==> src/inc/eeprom_guard_map.vh <==
// Constants of the two-wire slave recovery and write-guard logic
// Functional notes
// [RL1] At stop, abandon the pending write when the low-supply detector flags low supply.
// [RL2] No reset pin; a start followed by a stop returns the protocol to idle.
// [RL3] While the slave drives SDA low, the master cannot start or stop.
// [RL4] Master recovers with a start, then nine SCL pulses with SDA high.
// [RL5] After the dummy pulses a start resets the slave; a stop adds safety.
// [RL6] Master must start right after nine dummy pulses, or a stop may write.
// [RL7] Master should run the recovery sequence at system initialisation.
// [RL8] Master checks every acknowledge; a missing one is a failure.
// [RL9] No instruction is accepted during power-on initialisation.
// [RL10] After initialisation the slave stands by, idle, waiting for a start.
// [RL11] Without a guaranteed power-on-clear, the master runs the recovery sequence.
// [RL12] Write only after one or more full bytes and a stop right after acknowledge.
// [RL13] A start while a command shifts in cancels it and drops partial contents.
// [RL14] After a cancel the master treats the address pointer as undefined.
// [RL15] Pulses on SDA and SCL of 130 ns or less are suppressed.
// [RL16] While a write cycle runs, all bus traffic is ignored and not acknowledged.
// [RL17] After a start, the next eight bits are decoded as the device address.
`ifndef EEPROM_GUARD_MAP_VH
`define EEPROM_GUARD_MAP_VH
`define CLK_PERIOD_PS     32'd4000
`define GLITCH_TIME_NS    32'd130
`define GLITCH_CYC        ((`GLITCH_TIME_NS * 32'd1000 + `CLK_PERIOD_PS - 32'd1) / `CLK_PERIOD_PS)
`define INIT_TIME_US      32'd100
`define INIT_CYC          (`INIT_TIME_US * 32'd1000000 / `CLK_PERIOD_PS)
`define WRITE_TIME_US     32'd5000
`define WRITE_CYC         (`WRITE_TIME_US * 32'd1000000 / `CLK_PERIOD_PS)
`define DEV_CODE          4'ha
`endif

==> src/rtl/eeprom_bus_recovery_write_guard.v <==
// Protocol, recovery and write-guard logic of the two-wire EEPROM slave
`timescale 1ns/1ns
`include "eeprom_guard_map.vh"
module eeprom_bus_recovery_write_guard #(
  parameter [31:0] INIT_CYCLES  = `INIT_CYC,
  parameter [31:0] WRITE_CYCLES = `WRITE_CYC
) (
  input  wire       clk,
  input  wire       sys_rst,
  input  wire       scl_in,
  input  wire       sda_in,
  input  wire       low_supply,
  input  wire [7:0] rd_data,
  output reg        sda_out_q,
  output reg        sda_oe_q,
  output reg        ready_q,
  output reg        write_busy_q,
  output reg        write_start_q,
  output reg        write_cancel_q,
  output reg  [3:0] byte_count_q,
  output reg        cmd_cancel_q
);
  // Filter count is small; cut the 32-bit quotient to the counter width on purpose
  localparam [31:0] GLITCH_FULL  = `GLITCH_CYC;
  localparam [5:0]  GLITCH_LIMIT = GLITCH_FULL[5:0];

  // Protocol states
  localparam [2:0]  ST_IDLE      = 3'h0;
  localparam [2:0]  ST_ADDR      = 3'h1;
  localparam [2:0]  ST_ACK       = 3'h2;
  localparam [2:0]  ST_WDATA     = 3'h3;
  localparam [2:0]  ST_RDATA     = 3'h4;
  localparam [2:0]  ST_RACK      = 3'h5;
  localparam [2:0]  ST_SKIP      = 3'h6;

  wire       scl_f;
  wire       sda_f;
  reg        scl_prev_q;
  reg        sda_prev_q;
  reg        low_meta_q;
  reg        low_sync_q;
  reg  [2:0] state_q;
  reg  [2:0] bit_cnt_q;
  reg  [7:0] shift_q;
  reg        acked_q;
  reg  [7:0] tx_q;
  reg [31:0] timer_q;

  wire scl_rise = scl_f & ~scl_prev_q;
  wire scl_fall = ~scl_f & scl_prev_q;
  wire start_c  = scl_f & scl_prev_q & sda_prev_q & ~sda_f;
  wire stop_c   = scl_f & scl_prev_q & ~sda_prev_q & sda_f;

  ////////////////////////////////////////////////////////////////////////////
  // Input conditioning
  ////////////////////////////////////////////////////////////////////////////

  // Both bus lines filtered the same way
  glitch_filter #(.CNT_W(6), .LIMIT(GLITCH_LIMIT)) u_scl_filt (
    .clk     (clk),
    .sys_rst (sys_rst),
    .pin_in  (scl_in),
    .level_q (scl_f)
  );

  glitch_filter #(.CNT_W(6), .LIMIT(GLITCH_LIMIT)) u_sda_filt (
    .clk     (clk),
    .sys_rst (sys_rst),
    .pin_in  (sda_in),
    .level_q (sda_f)
  );

  // Edge history and supply-detector synchroniser
  always @(posedge clk) begin
    if (sys_rst) begin
      scl_prev_q <= 1'b1;
      sda_prev_q <= 1'b1;
      low_meta_q <= 1'b0;
      low_sync_q <= 1'b0;
    end else begin
      scl_prev_q <= scl_f;
      sda_prev_q <= sda_f;
      low_meta_q <= low_supply;
      low_sync_q <= low_meta_q;
    end
  end

  ////////////////////////////////////////////////////////////////////////////
  // Power-on initialisation and write-cycle timer
  ////////////////////////////////////////////////////////////////////////////

  // One timer serves both: bus is deaf until it expires
  always @(posedge clk) begin
    if (sys_rst) begin
      timer_q      <= 32'h0000_0000;
      ready_q      <= 1'b0;
      write_busy_q <= 1'b0;
    end else if (!ready_q) begin
      if (timer_q >= INIT_CYCLES - 32'h0000_0001) begin
        ready_q <= 1'b1; // RL10
        timer_q <= 32'h0000_0000;
      end else begin
        timer_q <= timer_q + 32'h0000_0001;
      end
    end else if (write_start_q) begin
      write_busy_q <= 1'b1;
      timer_q      <= 32'h0000_0000;
    end else if (write_busy_q) begin
      if (timer_q >= WRITE_CYCLES - 32'h0000_0001) begin
        write_busy_q <= 1'b0;
        timer_q      <= 32'h0000_0000;
      end else begin
        timer_q <= timer_q + 32'h0000_0001;
      end
    end
  end

  ////////////////////////////////////////////////////////////////////////////
  // Protocol engine
  ////////////////////////////////////////////////////////////////////////////

  // Bits sampled on SCL rise, SDA changed on SCL fall
  always @(posedge clk) begin
    if (sys_rst) begin
      state_q        <= ST_IDLE;
      bit_cnt_q      <= 3'h0;
      shift_q        <= 8'h00;
      acked_q        <= 1'b0;
      tx_q           <= 8'h00;
      byte_count_q   <= 4'h0;
      sda_out_q      <= 1'b1;
      sda_oe_q       <= 1'b0;
      write_start_q  <= 1'b0;
      write_cancel_q <= 1'b0;
      cmd_cancel_q   <= 1'b0;
    end else begin
      write_start_q  <= 1'b0;
      write_cancel_q <= 1'b0;
      cmd_cancel_q   <= 1'b0;
      if (!ready_q || write_busy_q) begin
        state_q      <= ST_IDLE; // RL9 RL16
        sda_oe_q     <= 1'b0;
        byte_count_q <= 4'h0;
      end else if (start_c) begin
        // Start wins over stop and every state, not over init or a write cycle: partial command dropped; its own SCL rise counts one bit
        cmd_cancel_q <= ((state_q == ST_ADDR) || (state_q == ST_WDATA)) && (bit_cnt_q > 3'h1); // RL13
        state_q      <= ST_ADDR; // RL17
        bit_cnt_q    <= 3'h0; // RL5
        shift_q      <= 8'h00;
        byte_count_q <= 4'h0;
        acked_q      <= 1'b0;
        sda_oe_q     <= 1'b0;
      end else if (stop_c) begin
        // The stop's own SCL rise shifts one bit, so a stop right after an acknowledge
        // shows one counted bit with the flag still up; the address byte alone never commits
        if (state_q == ST_WDATA && bit_cnt_q == 3'h1 && acked_q && byte_count_q > 4'h1) begin // RL12
          if (low_sync_q)
            write_cancel_q <= 1'b1; // RL1
          else
            write_start_q <= 1'b1;
        end
        state_q  <= ST_IDLE; // RL2
        sda_oe_q <= 1'b0;
      end else begin
        case (state_q)
          ST_IDLE: begin
            sda_oe_q <= 1'b0;
          end
          ST_ADDR, ST_WDATA: begin
            if (scl_fall && acked_q)
              sda_oe_q <= 1'b0; // Release after acknowledge
            if (scl_rise) begin
              shift_q   <= {shift_q[6:0], sda_f};
              bit_cnt_q <= bit_cnt_q + 3'h1;
              // Flag survives the first rise after an acknowledge, which may be a stop
              acked_q   <= acked_q && (bit_cnt_q == 3'h0);
              if (bit_cnt_q == 3'h7)
                state_q <= ST_ACK;
            end
          end
          ST_ACK: begin
            // Drive acknowledge for one SCL period; state held meanwhile
            if (scl_fall && !sda_oe_q) begin
              if (byte_count_q == 4'h0 && shift_q[7:4] != `DEV_CODE) begin
                state_q <= ST_SKIP; // Not our address: stay off the bus
              end else begin
                sda_out_q <= 1'b0; // RL3
                sda_oe_q  <= 1'b1;
              end
            end else if (scl_fall && sda_oe_q) begin
              acked_q <= 1'b1;
              if (byte_count_q == 4'h0 && shift_q[0]) begin
                tx_q      <= rd_data;
                sda_out_q <= rd_data[7];
                sda_oe_q  <= ~rd_data[7];
                bit_cnt_q <= 3'h0;
                state_q   <= ST_RDATA;
              end else begin
                sda_oe_q <= 1'b0;
                state_q  <= ST_WDATA;
              end
              if (byte_count_q != 4'hf)
                byte_count_q <= byte_count_q + 4'h1;
            end
          end
          ST_RDATA: begin
            // Open-drain: drive only zeros, a one releases the line
            if (scl_fall) begin
              if (bit_cnt_q == 3'h7) begin
                sda_oe_q <= 1'b0;
                state_q  <= ST_RACK;
              end else begin
                tx_q      <= {tx_q[6:0], 1'b1};
                sda_out_q <= tx_q[6];
                sda_oe_q  <= ~tx_q[6]; // RL3
                bit_cnt_q <= bit_cnt_q + 3'h1;
              end
            end
          end
          ST_RACK: begin
            // Master nack ends the read; recovery pulses land here
            if (scl_rise && sda_f)
              state_q <= ST_SKIP; // RL4
            else if (scl_rise) begin
              tx_q      <= rd_data;
              bit_cnt_q <= 3'h0;
            end else if (scl_fall && bit_cnt_q == 3'h0 && sda_f == 1'b0) begin
              sda_out_q <= tx_q[7];
              sda_oe_q  <= ~tx_q[7];
              state_q   <= ST_RDATA;
            end
          end
          ST_SKIP: begin
            sda_oe_q <= 1'b0; // Wait passively for a start
          end
          default: begin
            state_q  <= ST_IDLE;
            sda_oe_q <= 1'b0;
          end
        endcase
      end
    end
  end
endmodule // eeprom_bus_recovery_write_guard

==> src/rtl/glitch_filter.v <==
// Two-stage synchroniser plus pulse-width filter for one bus line
`timescale 1ns/1ns
module glitch_filter #(
  parameter CNT_W = 6,
  parameter [CNT_W-1:0] LIMIT = 6'd33
) (
  input  wire clk,
  input  wire sys_rst,
  input  wire pin_in,
  output reg  level_q
);
  reg             meta_q;
  reg             sync_q;
  reg [CNT_W-1:0] cnt_q;

  // Metastability guard: meta_q is read by sync_q only
  always @(posedge clk) begin
    if (sys_rst) begin
      meta_q <= 1'b1;
      sync_q <= 1'b1;
    end else begin
      meta_q <= pin_in;
      sync_q <= meta_q;
    end
  end

  // New level must persist beyond the glitch window before it is believed
  always @(posedge clk) begin
    if (sys_rst) begin
      cnt_q   <= {CNT_W{1'b0}};
      level_q <= 1'b1;
    end else if (sync_q == level_q) begin
      cnt_q <= {CNT_W{1'b0}};
    end else if (cnt_q >= LIMIT) begin
      level_q <= sync_q; // RL15
      cnt_q   <= {CNT_W{1'b0}};
    end else begin
      cnt_q <= cnt_q + 1'b1;
    end
  end
endmodule // glitch_filter

==> config.mk <==
export PLATFORM = sky130hd
export DESIGN_NAME = eeprom_bus_recovery_write_guard
export DESIGN_NICKNAME = d
export VERILOG_FILES = /design/src/rtl/eeprom_bus_recovery_write_guard.v /design/src/rtl/glitch_filter.v
export VERILOG_INCLUDE_DIRS = /design/src /design/src/inc
export SDC_FILE = /design/constraint.sdc
export NUM_CORES = 1
export LEC_CHECK = 0
export BUFFER_PORTS_ARGS = -buffer_cell sky130_fd_sc_hd__buf_4
export CORE_UTILIZATION = 40
export DETAILED_ROUTE_END_ITERATION = 8
export SETUP_SLACK_MARGIN = 0.4
export SLEW_MARGIN = 25
export SYNTH_ARGS = -nofsm -noshare
export SYNTH_HDL_FRONTEND = slang
export SYNTH_SLANG_ARGS = --single-unit
==> constraint.sdc <==
create_clock -name clk -period 2.1 [get_ports clk]
set_input_delay 0.105 -clock clk [delete_from_list [all_inputs] [get_ports clk]]
set_output_delay 0.105 -clock clk [all_outputs]
set_load 0.01 [all_outputs]
==> impl_metrics.ini <==
[run_status]
status = complete, no violations

[place]
port_buffers = 23
pre_cts_ws_ns = -0.00152
placed_cell_area_um2 = 5640
dp_hpwl_mm = 8.50
place_congestion = 0.898
place_inst = 757

[clock_network]
clock-sinks = 88
cts_tree = done
max-clock-path-buffers = 2
clock_latency_ns = 0.35
clk_pin_slew_ns = 0.06
cts_htree_levels = 3
root_buffer = clkbuf_16
numCtsBuffers = 9

[timing]
fin_crit_ns = 1.96
layout_setup_ws_ns = 0.140
min_period_over_period_pct = 93.4
slew_violations = 0
fmax_mhz = 510
rsz0062_at_grt = true
skew_ns = 0.00714
tightest_slew_ns = 0.535
finalHoldViolations = 0
maxSlewHeadroom_pct = 63.8
setup_viol = 0

[routing]
initialDrtViolationCount = 308
wire_per_inst_um = 16.5
num_vias = 4539
antenna_left = 0
dr.pass1.iters = 5
vias_per_cell = 5.62
route.detailed.drc = 0
wirelength_mm = 13.3

[global_route]
grt_overflow = 0
grt_first_pass_wirelength_mm = 21.4
antenna_found_initial = 0
grt_start_max_net_pins = 45
grt_pass1_vias = 4447
grt_use_total_pct = 20.6

[finish]
drive_gt1_share_pct = 40.4
layout.cells.non_filler = 807
final_common_cell = buf_4
area_delta_synth_final_pct = 35.8
final_area_um2 = 6780
layout_common_cells = buf_4, dfxtp_1, nor2_1, nand2_1, xnor2_1
n_antenna_cell = 0
nets = 664

[min_path]
min_path_type = input pin to flop

[synthesis]
yosysSeqAreaShare_pct = 35.3
synth_mux_area_share_pct = 1.03
synthCells = 560
synth_edf_count = 0
synthDistinctLibCells = 68
synth_xor_area_share_pct = 6.85
syn_nets = 589
synth_warnings = 0
synth_ff_type = dfxtp_1
synth_area_um2 = 4990
synth_async_sr_flop_share_pct = 0
synth_top_family_by_area = simple AND/OR/NAND/NOR gates
synth_fa_ha_area_share_pct = 4.01
yosys.area_share.simple_pct = 28.0
synth.avg_cell_area_um2 = 8.91
synth_seq_cells = 88
synth_compound_area_share_pct = 19.9

[power_and_ir_drop]
p_leak_uw = 0.00243
ir_worst_vdd_mv = 0.368
p_per_area_nw_per_um2 = 483

[floorplanning]
die_h_um = 114
fp-row-count = 40
die_x_um = 114
pin_count = 24
core_um2 = 12100
dieArea_um2 = 12900
start_util_pct = 41.4

[setup_path]
cp-start-kind = flop
required_ns = 2.37
endpoint_kind = flop
reg2reg_slack_ns = 0.14
crit_fanout = 8
critical_path_arrival_ns = 2.23
crit_type = flop to flop

[run]
max_cap_viol_count = 0
[synthesized netlist by cell type, drive strengths merged (9+ instances only)]
| cell type | count | area [um2] |
|---|---|---|
| a21oi | 17 | 85.1 |
| nand4 | 9 | 62.6 |
| dfxtp | 88 | 1760 |
| nand3 | 27 | 140 |
| nand2 | 39 | 146 |
| a311oi | 10 | 87.6 |
| a31oi | 18 | 113 |
| o21ai | 17 | 96.4 |
| nor4 | 23 | 230 |
| clkbuf | 26 | 97.6 |
| nor3 | 11 | 65.1 |
| nor2b | 12 | 75.1 |
| xnor2 | 33 | 289 |
| inv | 22 | 82.6 |
| a211oi | 33 | 378 |
| nand2b | 11 | 68.8 |
| nor2 | 50 | 188 |
| ha | 16 | 200 |
[metrics by stage]
stage                     total power (uW)   TNS, ns  hold slack (ns)  utilization (%)
after floorplan                       1780         0            0.209                -
after global placement                1820         0            0.304             46.8
after detailed placement              1820  -0.00152            0.306             46.8
after CTS                             3320         0           0.0475             53.4
after global routing                  3400         0           0.0667             56.2
final                                 3270         0           0.0584             56.2
[where the power goes]
| part | total [uW] | internal [uW] | switching (uW) | leakage (uW) |
|---|---|---|---|---|
| clock | 1470 | 828 | 642 | 0.000133 |
| sequential | 1680 | 1670 | 11.2 | 0.000723 |
| combinational | 118 | 56.1 | 62.1 | 0.00158 |
| total | 3270 | 2560 | 716 | 0.00243 |
[timing repair]
action / in CTS / in global routing
hold buffers: 3 / 0
pin swaps: 33 / 29
cloned: 0 / 1
gates resized for setup: 75 / 51
hold endpoints to repair: 3 / 0
setup endpoints to repair: 56 / 56
buffers inserted: 20 / 11
[worst paths after layout]
check,startpoint,to,cells past startpoint
setup reg to reg,timer_q[0],timer_q[30],7
hold reg to reg,low_sync_q,write_start_q,1
setup / recovery,timer_q[0],timer_q[30],7
hold / removal,rd_data[3],tx_q[3],3
[layer usage]
layer / wire, um / global-route usage, % / vias to the layer above
met3: 546 / 4.68 / 30
li1: - / - / 2195
met1: 5730 / 25.4 / 2194
met2: 6730 / 35.6 / 120
met5: 0 / 0 / -
met4: 290 / 6.75 / 0
[worst max-delay path, stage by stage (launching register included)]
cell      delay, ns
dfxtp_4        0.39
ha_4           0.19
nand2_4        0.06
or4b_4         0.61
buf_6          0.17
nor4_4         0.18
xnor2_2        0.11
a211oi_2       0.18
[state kept, by name, summed over array words and instances, names as in the netlist, 3 cells and up]
signal,flops
u_scl_filt.cnt_q,6
timer_q,32
u_sda_filt.cnt_q,6
shift_q,8
bit_cnt_q,3
state_q,3
tx_q,8
byte_count_q,4
[final cells by class]
cell class	count	area (um2)
Fill cell	1040	5280
Multi-Input combinational cell	416	3560
Sequential cell	88	1820
Timing Repair Buffer	98	842
Clock buffer	12	246
Tap cell	168	210
Inverter	22	87.6
Clock inverter	3	18.8
[cells by family (layout without fill, tap and decap cells)]
logic type	Yosys count	count (layout)
DFF	88	88
xor gates and xnor gates	39	39
buffers and inverters	56	135
adders and majority gates	16	16
and+or+nand+nor	233	233
AOI/OAI and AO/OA	123	123
muxes	5	5
(Power assumes the default switching activity.)
